### src/bbs_pkg.sv
`default_nettype none
package bbs_pkg;
    // Sequencer states
    typedef enum logic [1:0] {
        ST_NORMAL,
        ST_DETACH_BB,
        ST_BB_ON,
        ST_DETACH_NORM
    } bbs_st_t;

    // Register indices; byte address is four times the index
    localparam logic [15:0] REG_A_LO_IDX = 16'h413c;
    localparam logic [15:0] REG_A_HI_IDX = 16'h413d;
    localparam logic [15:0] REG_B_LO_IDX = 16'h413e;
    localparam logic [15:0] REG_B_HI_IDX = 16'h413f;
    localparam logic [15:0] REG_CTRL_IDX = 16'h4140;
    localparam logic [15:0] REG_STAT_IDX = 16'h4141;

    // Reset values and control write mask
    localparam logic [7:0]  A_LO_RESET   = 8'hd0;
    localparam logic [7:0]  A_HI_RESET   = 8'h07;
    localparam logic [7:0]  B_LO_RESET   = 8'hd0;
    localparam logic [7:0]  B_HI_RESET   = 8'h07;
    localparam logic [7:0]  CTRL_RESET   = 8'h14;
    localparam logic [7:0]  CTRL_MASK    = 8'h3f;

    // Field positions
    localparam int          CTRL_EN_BIT  = 0;
    localparam int          STAT_ATT_BIT = 0;
    localparam int          STAT_BB_BIT  = 1;
    localparam int          STAT_A_BIT   = 2;
    localparam int          STAT_B_BIT   = 3;
    localparam int          STAT_IN_BIT  = 4;
    localparam int          STAT_ARM_BIT = 5;

    // Configuration status field: unspecified error
    localparam logic [1:0]  CFG_UNSPEC   = 2'b00;

    // Timing: 10 ms timer unit at a 10 ns clock
    localparam int          TICK_NS      = 10000000;
    localparam int          CLK_NS       = 10;
    localparam int          TICK_CYCLES  = TICK_NS / CLK_NS;
    localparam logic [1:0]  DETACH_TICKS = 2'd2;
endpackage
`default_nettype wire

### src/bbs_sequencer.sv
// The implementer's own choice: the Avalon-MM register port.
`timescale 1ns/1ps
`default_nettype none
module bbs_sequencer #(
    parameter int TICK_CYCLES = bbs_pkg::TICK_CYCLES
) (
    // Clock and reset
    input  wire logic        CLOCK,
    input  wire logic        RESET,
    // Avalon-MM slave
    input  wire logic [17:0] ADDRESS,
    input  wire logic        READ,
    input  wire logic        WRITE,
    input  wire logic [31:0] WRITEDATA,
    input  wire logic [3:0]  BYTEENABLE,
    output logic      [31:0] READDATA,
    output logic             WAITREQUEST,
    // Failure indication pin, active low
    input  wire logic        SELECTED_GENERAL_PIN_N,
    // Events from the function's USB logic, and the string grant back to it
    input  wire logic        ADDR_SET,
    input  wire logic        ALT_STRING_REQ,
    output logic             ALT_STRING_GRANT,
    // Function attach and identity
    output logic             FUNC_ATTACH,
    output logic             BILLBOARD_SEL,
    output logic      [1:0]  CONFIG_STATUS
);
    import bbs_pkg::*;

    typedef struct packed {
        logic        fail_s1;
        logic        fail_s2;
        logic        armed;
        bbs_st_t     st;
        logic [1:0]  hold;
        logic [19:0] pre;
        logic [7:0]  a_lo;
        logic [7:0]  a_hi;
        logic [7:0]  b_lo;
        logic [7:0]  b_hi;
        logic [7:0]  ctrl;
        logic        ack;
        logic [31:0] rdata;
        logic        attach;
        logic        bb_sel;
        logic [1:0]  cfg;
    } bbs_state_t;

    bbs_state_t s_reg;
    bbs_state_t s_next;

    logic [15:0] idx;
    logic        req;
    logic        tick;
    logic        enable;
    logic        fail_seen;
    logic        in_bb;
    logic        a_start;
    logic        b_start;
    logic        tmr_clear;
    logic        a_run;
    logic        b_run;
    logic        a_exp;
    logic        b_exp;
    logic [7:0]  status;
    logic [7:0]  rd_byte;

    assign idx       = ADDRESS[17:2];
    assign req       = READ || WRITE;
    assign tick      = (s_reg.pre == 20'(TICK_CYCLES - 1));
    assign enable    = s_reg.ctrl[CTRL_EN_BIT];
    // Needs a high level seen first, so a held-low pin cannot loop
    assign fail_seen = enable && s_reg.armed && !s_reg.fail_s2;
    assign in_bb     = (s_reg.st == ST_BB_ON);

    assign a_start   = in_bb && ADDR_SET;
    assign b_start   = in_bb && ALT_STRING_REQ;
    assign tmr_clear = !in_bb;
    assign ALT_STRING_GRANT = in_bb && ALT_STRING_REQ;

    // Answer comes one cycle after the request appears
    assign WAITREQUEST = req && !s_reg.ack;
    assign READDATA    = s_reg.rdata;
    assign FUNC_ATTACH   = s_reg.attach;
    assign BILLBOARD_SEL = s_reg.bb_sel;
    assign CONFIG_STATUS = s_reg.cfg;

    bbs_timer u_timer_a (
        .CLOCK   (CLOCK),
        .RESET   (RESET),
        .START   (a_start),
        .CLEAR   (tmr_clear),
        .TICK    (tick),
        .LIMIT   ({s_reg.a_hi, s_reg.a_lo}),
        .RUNNING (a_run),
        .EXPIRE  (a_exp)
    );

    bbs_timer u_timer_b (
        .CLOCK   (CLOCK),
        .RESET   (RESET),
        .START   (b_start),
        .CLEAR   (tmr_clear),
        .TICK    (tick),
        .LIMIT   ({s_reg.b_hi, s_reg.b_lo}),
        .RUNNING (b_run),
        .EXPIRE  (b_exp)
    );

    always_comb begin
        status = 8'h00;
        status[STAT_ATT_BIT] = s_reg.attach;
        status[STAT_BB_BIT]  = s_reg.bb_sel;
        status[STAT_A_BIT]   = a_run;
        status[STAT_B_BIT]   = b_run;
        status[STAT_IN_BIT]  = s_reg.fail_s2;
        status[STAT_ARM_BIT] = s_reg.armed;
    end

    always_comb begin
        case (idx)
            REG_A_LO_IDX: rd_byte = s_reg.a_lo;
            REG_A_HI_IDX: rd_byte = s_reg.a_hi;
            REG_B_LO_IDX: rd_byte = s_reg.b_lo;
            REG_B_HI_IDX: rd_byte = s_reg.b_hi;
            REG_CTRL_IDX: rd_byte = s_reg.ctrl;
            REG_STAT_IDX: rd_byte = status;
            default:      rd_byte = 8'h00;
        endcase
    end

    always_comb begin
        s_next = s_reg;
        s_next.fail_s1 = SELECTED_GENERAL_PIN_N;
        s_next.fail_s2 = s_reg.fail_s1;
        s_next.pre = tick ? 20'h00000 : s_reg.pre + 20'h00001;
        s_next.cfg = CFG_UNSPEC;

        // Register access
        s_next.ack = req && !s_reg.ack;
        if (req && !s_reg.ack && READ) begin
            s_next.rdata = {24'h000000, rd_byte};
        end
        if (WRITE && s_reg.ack && BYTEENABLE[0]) begin
            case (idx)
                REG_A_LO_IDX: s_next.a_lo = WRITEDATA[7:0];
                REG_A_HI_IDX: s_next.a_hi = WRITEDATA[7:0];
                REG_B_LO_IDX: s_next.b_lo = WRITEDATA[7:0];
                REG_B_HI_IDX: s_next.b_hi = WRITEDATA[7:0];
                REG_CTRL_IDX: s_next.ctrl = WRITEDATA[7:0] & CTRL_MASK;
                default:      s_next.ctrl = s_reg.ctrl;
            endcase
        end

        if (s_reg.fail_s2) begin
            s_next.armed = 1'b1;
        end

        case (s_reg.st)
            ST_NORMAL: begin
                if (fail_seen) begin
                    s_next.st     = ST_DETACH_BB;
                    s_next.attach = 1'b0;
                    s_next.armed  = 1'b0;
                    s_next.hold   = 2'd0;
                end
            end
            ST_DETACH_BB: begin
                if (tick) begin
                    s_next.hold = s_reg.hold + 2'd1;
                end
                if (tick && (s_reg.hold + 2'd1 >= DETACH_TICKS)) begin
                    s_next.st     = ST_BB_ON;
                    s_next.bb_sel = 1'b1;
                    s_next.attach = 1'b1;
                end
            end
            ST_BB_ON: begin
                if (a_exp || b_exp) begin
                    s_next.st     = ST_DETACH_NORM;
                    s_next.attach = 1'b0;
                    s_next.hold   = 2'd0;
                end
            end
            ST_DETACH_NORM: begin
                if (tick) begin
                    s_next.hold = s_reg.hold + 2'd1;
                end
                if (tick && (s_reg.hold + 2'd1 >= DETACH_TICKS)) begin
                    s_next.st     = ST_NORMAL;
                    s_next.bb_sel = 1'b0;
                    s_next.attach = 1'b1;
                end
            end
            default: begin
                s_next.st     = ST_NORMAL;
                s_next.bb_sel = 1'b0;
                s_next.attach = 1'b1;
            end
        endcase
    end

    always_ff @(posedge CLOCK or posedge RESET) begin
        if (RESET) begin
            s_reg.fail_s1 <= 1'b1;
            s_reg.fail_s2 <= 1'b1;
            s_reg.armed   <= 1'b1;
            s_reg.st      <= ST_NORMAL;
            s_reg.hold    <= 2'd0;
            s_reg.pre     <= 20'h00000;
            s_reg.a_lo    <= A_LO_RESET;
            s_reg.a_hi    <= A_HI_RESET;
            s_reg.b_lo    <= B_LO_RESET;
            s_reg.b_hi    <= B_HI_RESET;
            s_reg.ctrl    <= CTRL_RESET;
            s_reg.ack     <= 1'b0;
            s_reg.rdata   <= 32'h00000000;
            s_reg.attach  <= 1'b1;
            s_reg.bb_sel  <= 1'b0;
            s_reg.cfg     <= CFG_UNSPEC;
        end else begin
            s_reg <= s_next;
        end
    end

    AST_FAIL_DETACH: assert property (
        @(posedge CLOCK) disable iff (RESET)
        (s_reg.st == ST_NORMAL && fail_seen)
        |=> (!FUNC_ATTACH && s_reg.st == ST_DETACH_BB)
    ) else $error("failure input did not force a detach");

    AST_BB_REATTACH: assert property (
        @(posedge CLOCK) disable iff (RESET)
        ($rose(FUNC_ATTACH) && $past(s_reg.st) == ST_DETACH_BB)
        |-> (BILLBOARD_SEL && s_reg.st == ST_BB_ON)
    ) else $error("reattach after failure lacks billboard identity");

    AST_A_START: assert property (
        @(posedge CLOCK) disable iff (RESET)
        (in_bb && ADDR_SET && !a_exp && !b_exp)
        |=> (a_run && !$past(tick && a_exp))
    ) else $error("address set did not start timer A");

    AST_LIMIT_RESET: assert property (
        @(posedge CLOCK)
        $fell(RESET)
        |-> ({s_reg.a_hi, s_reg.a_lo} == 16'd2000
             && {s_reg.b_hi, s_reg.b_lo} == 16'd2000)
    ) else $error("timer limits not twenty seconds after reset");

    AST_CFG_UNSPEC: assert property (
        @(posedge CLOCK) disable iff (RESET)
        (BILLBOARD_SEL && FUNC_ATTACH) |-> (CONFIG_STATUS == 2'b00)
    ) else $error("configuration status not unspecified error");

    AST_B_START: assert property (
        @(posedge CLOCK) disable iff (RESET)
        (in_bb && ALT_STRING_REQ && !a_exp && !b_exp)
        |-> ALT_STRING_GRANT ##1 b_run
    ) else $error("string request not answered or timer B idle");

    AST_EXPIRE_DETACH: assert property (
        @(posedge CLOCK) disable iff (RESET)
        (in_bb && (a_exp || b_exp))
        |=> (!FUNC_ATTACH && s_reg.st == ST_DETACH_NORM)
    ) else $error("timer expiry did not force a detach");

    AST_NORMAL_RETURN: assert property (
        @(posedge CLOCK) disable iff (RESET)
        ($rose(FUNC_ATTACH) && $past(s_reg.st) == ST_DETACH_NORM)
        |-> (!BILLBOARD_SEL && s_reg.st == ST_NORMAL)
    ) else $error("reattach after expiry kept billboard identity");

    AST_WRITE_A: assert property (
        @(posedge CLOCK) disable iff (RESET)
        (WRITE && !WAITREQUEST && BYTEENABLE[0] && idx == REG_A_LO_IDX)
        |=> (s_reg.a_lo == $past(WRITEDATA[7:0]))
    ) else $error("timer A low byte write lost");

    AST_WRITE_B: assert property (
        @(posedge CLOCK) disable iff (RESET)
        (WRITE && !WAITREQUEST && BYTEENABLE[0] && idx == REG_B_HI_IDX)
        |=> (s_reg.b_hi == $past(WRITEDATA[7:0]))
    ) else $error("timer B high byte write lost");

    AST_DISABLED: assert property (
        @(posedge CLOCK) disable iff (RESET)
        (s_reg.st == ST_NORMAL && !enable) |=> (s_reg.st == ST_NORMAL)
    ) else $error("sequence left normal while disabled");

    AST_TIMERS_IDLE: assert property (
        @(posedge CLOCK) disable iff (RESET)
        (s_reg.st != ST_BB_ON) |=> (!a_run && !b_run) or (s_reg.st == ST_BB_ON)
    ) else $error("timer running outside billboard phase");
endmodule
`default_nettype wire

### src/bbs_timer.sv
`timescale 1ns/1ps
`default_nettype none
module bbs_timer (
    // Clock and reset
    input  wire logic        CLOCK,
    input  wire logic        RESET,
    // Control
    input  wire logic        START,
    input  wire logic        CLEAR,
    input  wire logic        TICK,
    input  wire logic [15:0] LIMIT,
    // Status
    output logic             RUNNING,
    output logic             EXPIRE
);
    import bbs_pkg::*;

    typedef struct packed {
        logic        run;
        logic [15:0] cnt;
    } bbs_tmr_t;

    bbs_tmr_t s_reg;
    bbs_tmr_t s_next;
    logic [16:0] elapsed;

    assign elapsed = {1'b0, s_reg.cnt} + 17'd1;
    // Limit of zero expires on the first tick
    assign EXPIRE  = s_reg.run && TICK && !CLEAR && !START
                     && (elapsed >= {1'b0, LIMIT});
    assign RUNNING = s_reg.run;

    always_comb begin
        s_next = s_reg;
        if (CLEAR) begin
            s_next.run = 1'b0;
            s_next.cnt = 16'h0000;
        end else if (START) begin
            s_next.run = 1'b1;
            s_next.cnt = 16'h0000;
        end else if (EXPIRE) begin
            s_next.run = 1'b0;
            s_next.cnt = 16'h0000;
        end else if (s_reg.run && TICK) begin
            s_next.cnt = elapsed[15:0];
        end
    end

    always_ff @(posedge CLOCK or posedge RESET) begin
        if (RESET) begin
            s_reg <= '0;
        end else begin
            s_reg <= s_next;
        end
    end
endmodule
`default_nettype wire

### config.mk
export PLATFORM = sky130hd
export DESIGN_NAME = bbs_sequencer
export DESIGN_NICKNAME = d
export VERILOG_FILES = /design/src/bbs_pkg.sv /design/src/bbs_sequencer.sv /design/src/bbs_timer.sv
export SDC_FILE = /design/constraint.sdc
export NUM_CORES = 1
export LEC_CHECK = 0
export CAP_MARGIN = 20
export CORE_MARGIN = 5
export CORE_UTILIZATION = 58
export CTS_CLUSTER_DIAMETER = 150
export DETAILED_ROUTE_END_ITERATION = 10
export DONT_BUFFER_PORTS = 1
export PLACE_DENSITY_LB_ADDON = 0.05
export SLEW_MARGIN = 10
export SYNTH_ARGS = -nofsm -noshare
export SYNTH_HDL_FRONTEND = slang
export SYNTH_SLANG_ARGS = --single-unit
export TNS_END_PERCENT = 20
### constraint.sdc
create_clock -name CLOCK -period 3.55 [get_ports CLOCK]
set_input_delay 0.1775 -clock CLOCK [delete_from_list [all_inputs] [get_ports CLOCK]]
set_output_delay 0.1775 -clock CLOCK [all_outputs]
set_load 0.02 [all_outputs]
### After elaboration in Yosys (flattened, before gate mapping)

Cells that the tools add are included.

| operators by class | value |
|---|---|
| reductions and logical operators | 33 |
| bitwise operators | 0 |
| shift-type cells | 0 |
| equal/unequal tests | 18 |
| div/mod/pow operators | 0 |
| add/subtract/negate cells | 4 |
| $lt $le $gt $ge | 3 |
| multiplexer cells | 25 |
| $mul | 0 |

Operators by type and width:

| kind | count |
|---|---|
| 16-bit by 15-bit equality test with 1-bit output (second input constant) | 6 |
| 17-bit two-way mux | 4 |
| 16-bit two-way mux | 4 |
| 8-bit case mux with 6 select lines | 1 |
| 16-bit by 1-bit adder with 17-bit output (second input constant) | 2 |
| 17-bit by 16-bit >= comparator with 1-bit output | 2 |
| 20-bit by 1-bit adder with 20-bit output (second input constant) | 1 |
| 20-bit equality test (second input constant) | 1 |
| 20-bit two-way mux | 1 |
| 1-bit logical AND | 17 |
| 4-bit case mux with 4 select lines | 1 |
| 2-bit AND reduction | 6 |
| 2-bit two-way mux | 4 |
| 4-bit by 1-bit != test with 1-bit output (second input constant) | 2 |
| 1-bit two-way mux | 6 |
| 2-bit != test (second input constant) | 3 |
| 3-bit by 1-bit != test with 1-bit output (second input constant) | 2 |
| 5-bit two-way mux | 1 |
| 2-bit equality test (second input constant) | 2 |
| 1-bit logical NOT | 4 |
| 4-bit two-way mux | 1 |
| 1-bit case mux with 4 select lines | 1 |
| 4-bit AND reduction | 1 |
| 3-bit AND reduction | 1 |
| other kinds (8) | 9 |

| storage, ports and cells | value |
|---|---|
| latch bits | 0 |
| memories kept | 0 |
| output and inout port bits | 38 |
| ROM bits | 0 |
| word-level logic and storage cells | 102 |
| bits in registers | 110 |
| bits of input ports | 61 |
| RAM bits | 0 |

### Depth between registers and ports, before layout

Gate-level depths: netlist of run 1.

| depth | value |
|---|---|
| word-level depth | 8 |
| depth in mapped cells | 15 |
| depth with buffers taken out | 14 |

### Cells and area by module

Synthesis of run 1 repeated with hierarchy kept, for this count alone.

| second synthesis, totals | value |
|---|---|
| cells, all modules | 657 |
| area total of the unflattened synthesis | 6846.6 um^2 |

Modules (own cells, without submodules):

| module | cells an instance | area each (um^2) | seq. area each (um^2) | times used |
|---|---|---|---|---|
| bbs_sequencer | 341 | 3883.7 | 1924.3 | 1 |
| bbs_timer | 158 | 1481.4 | 425.4 | 2 |

### Worst setup path before layout of run 1

Ideal clock, no wire load.

| timing path | value |
|---|---|
| path type | reg2reg |
| from | register u_timer_b.s_reg[0] (netlist name) |
| to | register s_reg[100] (netlist name) |
| period minus slack after synthesis | 3.418 ns |
| arrival time | 3.290 ns |
| setup time | 0.128 ns |
| buffers on the path | 1 |
| required time | 3.422 ns |
| slack | 0.132 ns |
| cell stages (with the launch flop) | 14 |
| path through | dfrtp_1 ha_1 clkbuf_1 nand4_1 nor2_1 xor2_1 ha_1 a21o_1 a21o_1 a211o_1 a2111o_1 o21ai_2 a211oi_2 mux2_1 |

| between the ends | value |
|---|---|
| word-level cells in the longest chain between the ends | 6 |

Ends and longest elaborated chain:

| what | line | RTL |
|---|---|---|
| from (decl) | bbs_timer.sv:23 | `bbs_tmr_t s_reg;` |
| from (signal assigned) | bbs_timer.sv:53 | `s_reg <= s_next;` |
| 16-bit by 1-bit adder with 17-bit output | bbs_timer.sv:27 | `assign elapsed = {1'b0, s_reg.cnt} + 17'd1;` |
| 17-bit by 16-bit >= comparator with 1-bit output | bbs_timer.sv:30 | `&& (elapsed >= {1'b0, LIMIT});` |
| 1-bit logical AND | bbs_timer.sv:30 |  |
| 1-bit logical OR | bbs_sequencer.sv:180 | `if (a_exp \|\| b_exp) begin` |
| 2-bit by 1-bit != test with 1-bit output (no source line) | -- |  |
| 4-bit AND reduction (no source line) | -- |  |
| to (signal assigned) | bbs_sequencer.sv:223 | `s_reg <= s_next;` |
| to (decl) | bbs_sequencer.sv:50 | `bbs_state_t s_reg;` |

No other way between the ends.
A chain may end at the register's enable or synchronous reset.

### Worst setup path in the final report of run 1

| timing path | value |
|---|---|
| from | register u_timer_b.s_reg[2] (netlist name) |
| to | register s_reg[100] (netlist name) |

Same word-level chain as after synthesis.

==> flow_metrics.tcl, run 1 <==
set metrics [dict create \
    status "complete, no violations" \
    cp.arrival_ps 3670 \
    internal-power_w 0.00197 \
    switching_share_pct 26.7 \
    pre_cts_ws_ps 47.4 \
    synth_top_area_share_pct 34.8 \
    rsz0062_at_grt "true" \
    power_frac_seq_pct 49.8 \
    final_common_cell "dfrtp_1" \
    synthCells 679 \
    critPathSlowestCell "or4_1" \
    synth-async-reset-ratio_pct 100 \
    cts_tree "built" \
    p_sw_w 0.000718 \
    hpwl_um 10800 \
    clock_latency_ps 350 \
    endpoint_kind "flip-flop" \
    clockPowerShare_pct 37.5 \
    rows 39 \
    antenna_found_initial 0 \
    initial_core_util_pct 58.6 \
    cpMostUsedCell "nand4_1" \
    dieWidth_um 117 \
    ios 99 \
    wl_per_cell_um 17.2 \
    post-route-util_pct 64.5 \
    grt_pass1_wl_um 24100 \
    portBuffers 0 \
    path_class "reg2reg" \
    cts-buffers-inserted 9 \
    layout_common_cells "92 x dfrtp_1, 56 x nand2_1, 44 x a21oi_1, 41 x nor2_1, 41 x inv_1" \
    hp-class "in2reg" \
    power_w 0.00269 \
    cp-start-kind "flip-flop" \
    die-area_mm2 0.0136 \
    post-place-cells 818 \
    grt_pass1_vias 4827 \
    powerDensity_mw_per_mm2 370 \
    finalWirelength_um 14700 \
    crit_chain "and4_4, nand2_2, nor2_1, buf_4, nand4_1, xnor2_2, ha_1, nand4_1, or4_1, a221oi_2, a2111o_1, o21ai_2, a211oi_2, mux2_1" \
    largest_reg_flops 64 \
    path_clk_slew_ps 70 \
    grt_overflow 0 \
    min_period_ps 3430 \
    drc 0 \
    vias_per_cell 5.83 \
    clock.fmax_mhz 291 \
    nets 805 \
    clock_sinks 110 \
    slew_headroom_pct 39.2 \
    die_y_um 117 \
    ys_types 62 \
    firstDrtPassIters 4 \
    worst_slack_ps 117 \
    ctsHtreeMaxLevel 3 \
    seq_area_frac_synth_pct 42.0 \
    power_leakage_nw 3.35 \
    core_mm2 0.0113 \
    finClkSkew_ps 5.85 \
    synth.ff_latch_count 110 \
    syn_avg_cell_area_um2 9.73 \
    drv_cap 0 \
    synth_edf_count 0 \
    grt.total_usage_pct 22.8 \
    yosys.area.top_type "dfrtp_1" \
    gp_congestion 0.804 \
    ir_drop_mv 0.348 \
    tns_ps 0 \
    n_fill_cell 926 \
    grt_max_degree 81 \
    clockBufferDepth 2 \
    hold_violations 0 \
    report.final.slew_viol_count 0 \
    max_stage_delay_ps 510 \
    final_cells 853 \
    pwr-share-comb_pct 12.8 \
    area_growth_pct 10.1 \
    syn-cell-area_mm2 0.00661 \
    antenna_left 0 \
    drt_iter0_markers 317 \
    synth.area.top_cells "dfrtp_1 35%, ha_1 7.4%, dfstp_2 7.2%" \
    vias 4977 \
    finalSetupViolCount 0 \
    crit_required_ps 3790 \
    fin_crit_sh_pct 96.7 \
    cts_root_buf "clkbuf_16" \
    tightest_slew_ps 905 \
    drive_above_1_share_pct 16.8 \
    critPathMaxFanout 6 \
    dominantRegCellSynth "dfrtp_1" \
    yosys_warnings 0 \
    antenna_cells 0 \
]
## worst paths after layout
kind | start | to | slack, ps | cells after the start
max reg2reg | u_timer_b.s_reg[2] | s_reg[100] | 120 | 14
max in group asynchronous | RESET | s_reg[47] | 2210 | 4
min in group asynchronous | RESET | s_reg[94] | 260 | 2
max | u_timer_b.s_reg[2] | s_reg[100] | 120 | 14
min reg2reg | s_next[102] | s_reg[102] | 360 | 0
min | READ | s_reg[36] | 90 | 2
## kinds of logic (layout without fill, tap and decap cells)
kind of cell | Yosys count | count (layout) | share of synthesized area, %
xor gates and xnor gates | 44 | 44 | 5.83
AOI/OAI and AO/OA | 132 | 132 | 12.7
adders and majority gates | 39 | 39 | 7.39
DFF | 110 | 110 | 42.0
and+or+nand+nor | 215 | 215 | 17.3
other | 1 | 26 | 0.0568
buffers and inverters | 97 | 103 | 7.54
muxes | 41 | 41 | 7.22
## synth_stat cells, types with 3 or more instances
master and count:
o22ai_1 16, a21oi_1 45, buf_4 35, xnor2_1 27
nand4_1 16, nand2b_1 4, dfstp_2 18, and2_1 8
mux2i_1 6, ha_1 39, nand2_1 58, a211oi_1 4
or3_1 13, buf_1 3, nand3b_1 3, and3_1 10
and4_1 6, o21ai_0 24, xor2_1 17, nor2b_1 7
nor2_1 41, nor4_1 4, nand3_1 29, clkbuf_1 15
a22oi_1 6, inv_1 42, a22o_1 13, a21o_1 5
mux2_2 32, dfrtp_1 92
## per-stage QoR
| stage | instance area, um2 | hold WS (ps) |
|---|---|---|
| floorplan | 6700 | 182 |
| global placement | 6740 | 182 |
| detailed placement | 6740 | 182 |
| CTS | 7150 | 81.4 |
| global route | 7270 | 96.4 |
| finish | 7270 | 86.6 |
## per-layer routing
metal / up-vias / GRT usage, % / wire [um]
li1: 2413 / - / -
met1: 2438 / 31.3 / 6590
met2: 111 / 36.9 / 7300
met3: 15 / 3.68 / 578
met4: 0 / 7.57 / 218
met5: - / 0 / 0
## power by group through the flow
stage | Sequential [W] | Clock (W) | Combinational, W
floorplan | 0.00134 | 0 | 0.000318
global placement | 0.00136 | 0 | 0.000308
detailed placement | 0.00136 | 0 | 0.000319
CTS | 0.00134 | 0.00104 | 0.000339
global route | 0.00135 | 0.00108 | 0.000381
finish | 0.00134 | 0.00101 | 0.000344
## critical path: cells and delay by family (launching register included)
| kind | cells | cell delay [ps] |
|---|---|---|
| buf+inv | 1 | 150 |
| mux | 1 | 340 |
| xor+xnor | 1 | 190 |
| compound gates | 4 | 770 |
| fa+ha+maj | 1 | 300 |
| flops | 1 | 360 |
| simple gates | 6 | 1200 |
## repair_timing
| action | 4_1_cts | 5_1_grt |
|---|---|---|
| gates resized for setup | 0 | 10 |
| buffers inserted | 0 | 5 |
| hold buffers | 12 | 0 |
| endpoints found under the hold margin | 110 | 0 |
| setup endpoints to repair | 0 | 19 |
## layout make-up
class	instances	area [um2]	area share, %
clock buffer	13	250	3.44
timing repair buffer	45	388	5.33
multi-input combinational	497	3480	47.8
inverter	42	160	2.20
tap	143	179	2.46
clock inverter	3	43.8	0.602
sequential	110	2780	38.2
No activity file was read; power rests on OpenSTA's default activity.
==> run 2, diff against run 1 <==
--- a/config.mk
+++ b/config.mk
@@ -7,10 +7,12 @@
 export LEC_CHECK = 0
 export CAP_MARGIN = 20
 export CORE_MARGIN = 5
-export CORE_UTILIZATION = 58
+export CORE_UTILIZATION = 60
+export CTS_BUF_LIST = sky130_fd_sc_hd__clkbuf_8
 export CTS_CLUSTER_DIAMETER = 150
 export DETAILED_ROUTE_END_ITERATION = 10
 export DONT_BUFFER_PORTS = 1
+export MAX_ROUTING_LAYER = met4
 export PLACE_DENSITY_LB_ADDON = 0.05
 export SLEW_MARGIN = 10
 export SYNTH_ARGS = -nofsm -noshare
==> flow_metrics.tcl, run 2 (synthesized netlist as in run 1, its figures left out) <==
set metrics [dict create \
    final_cells 856 \
    grt.total_usage_pct 24.1 \
    path_clk_slew_ps 90 \
    post-place-cells 815 \
    area_growth_pct 10.2 \
    finalSetupViolCount 1 \
    drv_cap 0 \
    power_leakage_nw 3.35 \
    cp-start-kind "flip-flop" \
    grt_overflow 0 \
    crit_required_ps 3830 \
    portBuffers 0 \
    grt_pass1_wl_um 24300 \
    core_mm2 0.0108 \
    power_frac_seq_pct 53.0 \
    layout_common_cells "91 x dfrtp_1, 56 x nand2_1, 43 x a21oi_1, 43 x inv_1, 39 x ha_1" \
    pre_cts_ws_ps 39.5 \
    drive_above_1_share_pct 18.7 \
    fin_crit_sh_pct 100 \
    n_fill_cell 852 \
    nets 811 \
    ir_drop_mv 0.358 \
    rows 38 \
    status "finished, violations left" \
    clock_sinks 110 \
    worst_slack_ps -11.1 \
    clockPowerShare_pct 32.7 \
    ctsHtreeMaxLevel 3 \
    switching_share_pct 27.6 \
    violations "negative setup slack" \
    vias_per_cell 5.83 \
    rsz0062_at_grt "true" \
    final_common_cell "dfrtp_1" \
    fin_area_mm2 0.00728 \
    largest_reg_flops 64 \
    antenna_left 0 \
    initial_core_util_pct 61.2 \
    antenna_cells 0 \
    critPathMaxFanout 5 \
    drt_iter0_markers 343 \
    finalWirelength_um 14800 \
    internal-power_w 0.00183 \
    endpoint_kind "flip-flop" \
    clockBufferDepth 2 \
    hpwl_um 10900 \
    p_sw_w 0.000698 \
    dpl_cell_area_mm2 0.00673 \
    finClkSkew_ps 6.87 \
    tightest_slew_ps 954 \
    grt_max_degree 82 \
    die_y_um 115 \
    hold_violations 0 \
    gp_congestion 0.894 \
    cp.arrival_ps 3840 \
    cts_root_buf "clkbuf_8" \
    power_w 0.00253 \
    powerDensity_mw_per_mm2 347 \
    hp-class "in2reg" \
    dieWidth_um 115 \
    vias 4994 \
    cts-buffers-inserted 9 \
    slew_headroom_pct 36.3 \
    die-area_mm2 0.0132 \
    min_period_ps 3560 \
    path_class "reg2reg" \
    clock.fmax_mhz 281 \
    report.final.slew_viol_count 0 \
    antenna_found_initial 0 \
    clock_latency_ps 380 \
    grt_pass1_vias 4839 \
    firstDrtPassIters 5 \
    fin_hold_ws_ps 56.8 \
    cts_tree "built" \
    drc 0 \
    pwr-share-comb_pct 14.3 \
    wl_per_cell_um 17.2 \
    ios 99 \
]
## run 2: power by group through the flow
stage	logic [W]	clock network, W	registers (W)
after floorplan	0.000318	0	0.00134
after global placement	0.000308	0	0.00136
after detailed placement	0.000317	0	0.00136
after CTS	0.000336	0.000848	0.00134
after global routing	0.000395	0.000910	0.00135
final	0.000361	0.000827	0.00134
## run 2: path summary, 6_finish.rpt
| path | start | end | slack, ps | cells past startpoint |
|---|---|---|---|---|
| setup / recovery | u_timer_b.s_reg[2] | s_reg[100] | -10 | 15 |
| hold / removal | READ | s_reg[36] | 60 | 2 |
| setup reg to reg | u_timer_b.s_reg[2] | s_reg[100] | -10 | 15 |
| hold reg to reg | s_next[102] | s_reg[102] | 360 | 0 |
| max in group asynchronous | RESET | s_reg[57] | 2440 | 4 |
| min in group asynchronous | RESET | s_reg[98] | 190 | 2 |
## run 2: per-layer routing
layer  share of wire (%)  wire length (um)  up-vias  GRT usage [%]
met5                   0                 0        -              -
met4                 2.0               295        0           7.75
met3                 5.1               760       20           4.53
met2                  48              7160      129           38.8
met1                  44              6550     2428           31.0
li1                    -                 -     2417              -
## run 2: worst max-delay path: stages (launching register included)
cell,delay [ps]
dfrtp_1,380
and4_4,230
nand2_2,70
nor2_2,110
buf_6,130
nand4_1,140
xnor2_2,180
ha_1,310
nand4_1,150
or4_4,510
a221oi_2,210
a2111o_1,220
buf_6,130
o21ai_4,60
a211oi_2,310
mux2_4,320
## run 2: what timing repair did
| item | CTS | global route |
|---|---|---|
| setup buffers | 0 | 12 |
| hold buffers | 12 | 0 |
| endpoints found under the setup margin | 0 | 38 |
| gates resized for setup | 0 | 25 |
| hold endpoints to repair | 103 | 0 |
## run 2: per-stage QoR
step	util, %	TNS, ps
floorplan	-	0
global placement	62.4	0
detailed placement	62.4	0
CTS	65.5	0
global route	67.5	-431
finish	67.5	-11.1
## run 2: area by class of cell
cell class | count | area (um2) | area share, %
multi-input combinational | 497 | 3500 | 48.0
tap | 140 | 175 | 2.41
clock inverter | 6 | 77.6 | 1.07
inverter | 42 | 160 | 2.20
timing repair buffer | 51 | 455 | 6.26
clock buffer | 10 | 138 | 1.89
sequential | 110 | 2780 | 38.1
==> run 3, diff against run 2 <==
--- a/config.mk
+++ b/config.mk
@@ -7,11 +7,12 @@
 export LEC_CHECK = 0
 export CAP_MARGIN = 20
 export CORE_MARGIN = 5
-export CORE_UTILIZATION = 60
+export CORE_UTILIZATION = 65
 export CTS_BUF_LIST = sky130_fd_sc_hd__clkbuf_8
 export CTS_CLUSTER_DIAMETER = 150
 export DETAILED_ROUTE_END_ITERATION = 10
 export DONT_BUFFER_PORTS = 1
+export HOLD_SLACK_MARGIN = 0.15
 export MAX_ROUTING_LAYER = met4
 export PLACE_DENSITY_LB_ADDON = 0.05
 export SLEW_MARGIN = 10
==> constraint.sdc (replaced) <==
create_clock -name CLOCK -period 3.4 [get_ports CLOCK]
set_input_delay 0.17 -clock CLOCK [delete_from_list [all_inputs] [get_ports CLOCK]]
set_output_delay 0.17 -clock CLOCK [all_outputs]
set_load 0.02 [all_outputs]
==> flow_metrics.tcl, run 3 (synthesized netlist as in run 1, its figures left out) <==
set metrics [dict create \
    max_stage_delay_ps 500 \
    p_sw_w 0.000747 \
    status "finished, violations left" \
    critPathSlowestCell "a2111o_1" \
    clockBufferDepth 2 \
    rows 36 \
    hold_violations 0 \
    finalWirelength_um 15800 \
    power_leakage_nw 3.37 \
    min_period_ps 3520 \
    vias 5264 \
    die-area_mm2 0.0123 \
    grt_overflow 0 \
    grt_pass1_vias 5137 \
    vias_per_cell 6.10 \
    wl_per_cell_um 18.3 \
    drc 0 \
    ctsHtreeMaxLevel 3 \
    clock_sinks 110 \
    finClkSkew_ps 19.1 \
    core_mm2 0.00986 \
    antenna_left 0 \
    clockPowerShare_pct 31.0 \
    ir_drop_mv 0.299 \
    firstDrtPassIters 7 \
    grt.total_usage_pct 26.4 \
    clock.fmax_mhz 284 \
    switching_share_pct 29.0 \
    drv_cap 0 \
    powerDensity_mw_per_mm2 347 \
    portBuffers 0 \
    worst_slack_ps -124 \
    path_class "reg2reg" \
    pwr-share-comb_pct 14.7 \
    endpoint_kind "flip-flop" \
    dpl_cell_area_mm2 0.00679 \
    tightest_slew_ps 957 \
    drive_above_1_share_pct 19.3 \
    drt_iter0_markers 372 \
    cp.arrival_ps 3820 \
    clock_latency_ps 390 \
    gp_congestion 0.869 \
    critPathMaxFanout 5 \
    layout_common_cells "92 x dfrtp_1, 56 x nand2_1, 43 x inv_1, 39 x a21oi_1, 38 x ha_1" \
    rsz0062_at_grt "true" \
    crit_family "compound AO/OA/AOI/OAI gates" \
    crit_chain "and4_4, buf_4, nand4_1, nor2_2, xor2_1, ha_1, a21o_1, a21o_1, a211o_1, a2111o_1, buf_6, nor2_4, buf_6, nand4b_1, a21oi_1" \
    nets 825 \
    fin_area_mm2 0.00743 \
    grt_max_degree 85 \
    dieWidth_um 111 \
    antenna_cells 0 \
    largest_reg_flops 64 \
    power_frac_seq_pct 54.4 \
    internal-power_w 0.00183 \
    report.final.slew_viol_count 0 \
    pre_cts_ws_ps -84.4 \
    slew_headroom_pct 36.1 \
    post-route-util_pct 75.3 \
    hpwl_um 11200 \
    finalSetupViolCount 16 \
    path_clk_slew_ps 100 \
    crit_required_ps 3700 \
    cp-start-kind "flip-flop" \
    fin_crit_sh_pct 104 \
    antenna_found_initial 0 \
    initial_core_util_pct 67.0 \
    final_common_cell "dfrtp_1" \
    grt_pass1_wl_um 25500 \
    fin_hold_ws_ps 165 \
    hp-class "in2reg" \
    critPathBufInv 3 \
    ios 99 \
    area_growth_pct 12.4 \
    die_y_um 111 \
    cts-buffers-inserted 9 \
    cts_tree "built" \
    tns_ps -635 \
    cts_root_buf "clkbuf_8" \
    violations "negative setup slack" \
]
run 3: worst reg2reg max path, stage by stage (launching register included):
cell	delay (ps)
dfrtp_1	360
and4_4	240
buf_4	110
nand4_1	150
nor2_2	200
xor2_1	170
ha_1	260
a21o_1	190
a21o_1	150
a211o_1	260
a2111o_1	500
buf_6	160
nor2_4	230
buf_6	170
nand4b_1	130
a21oi_1	170
run 3: power groups by stage:
stage / logic, W / clock network, W / registers [W]
after global placement: 0.000320 / 0 / 0.00142
after CTS: 0.000363 / 0.000810 / 0.00140
after floorplan: 0.000332 / 0 / 0.00139
final: 0.000378 / 0.000798 / 0.00140
after detailed placement: 0.000338 / 0 / 0.00143
after global routing: 0.000420 / 0.000868 / 0.00141
run 3: worst paths after layout:
| path | startpoint | to | slack, ps | cells after the start |
|---|---|---|---|---|
| setup / recovery | u_timer_b.s_reg[3] | u_timer_b.s_reg[2] | -120 | 15 |
| hold / removal | ADDRESS[2] | READDATA[6] | 160 | 3 |
| setup reg to reg | u_timer_b.s_reg[3] | u_timer_b.s_reg[2] | -120 | 15 |
| hold reg to reg | s_next[102] | s_reg[102] | 360 | 0 |
| max in group asynchronous | RESET | s_reg[57] | 2120 | 4 |
| min in group asynchronous | RESET | s_reg[83] | 230 | 2 |
run 3: area by class of cell:
type / instances / area (um2)
multi-input combinational: 497 / 3530
timing repair buffer: 65 / 606
inverter: 42 / 160
sequential: 110 / 2780
tap: 133 / 166
fill: 732 / 2440
clock buffer: 10 / 138
clock inverter: 6 / 55.1
run 3: metal layers:
layer | vias up | wire length, um | global-route usage, %
met1 | 2595 | 6640 | 34.2
met5 | - | 0 | -
met2 | 188 | 7830 | 42.5
met3 | 34 | 994 | 5.57
met4 | 0 | 349 | 6.90
li1 | 2447 | - | -
run 3: repair_timing:
item | CTS | global route
hold endpoints to repair | 129 | 0
pin swaps | 3 | 27
setup buffers | 1 | 5
resized for setup | 6 | 21
cloned | 0 | 1
setup endpoints to repair | 32 | 38
hold buffers | 24 | 0
run 3: stage by stage:
step	power, W	cells
after floorplan	0.00173	704
after detailed placement	0.00176	815
after CTS	0.00257	856
after global routing	0.00270	863
final	0.00258	863
after global placement	0.00174	815
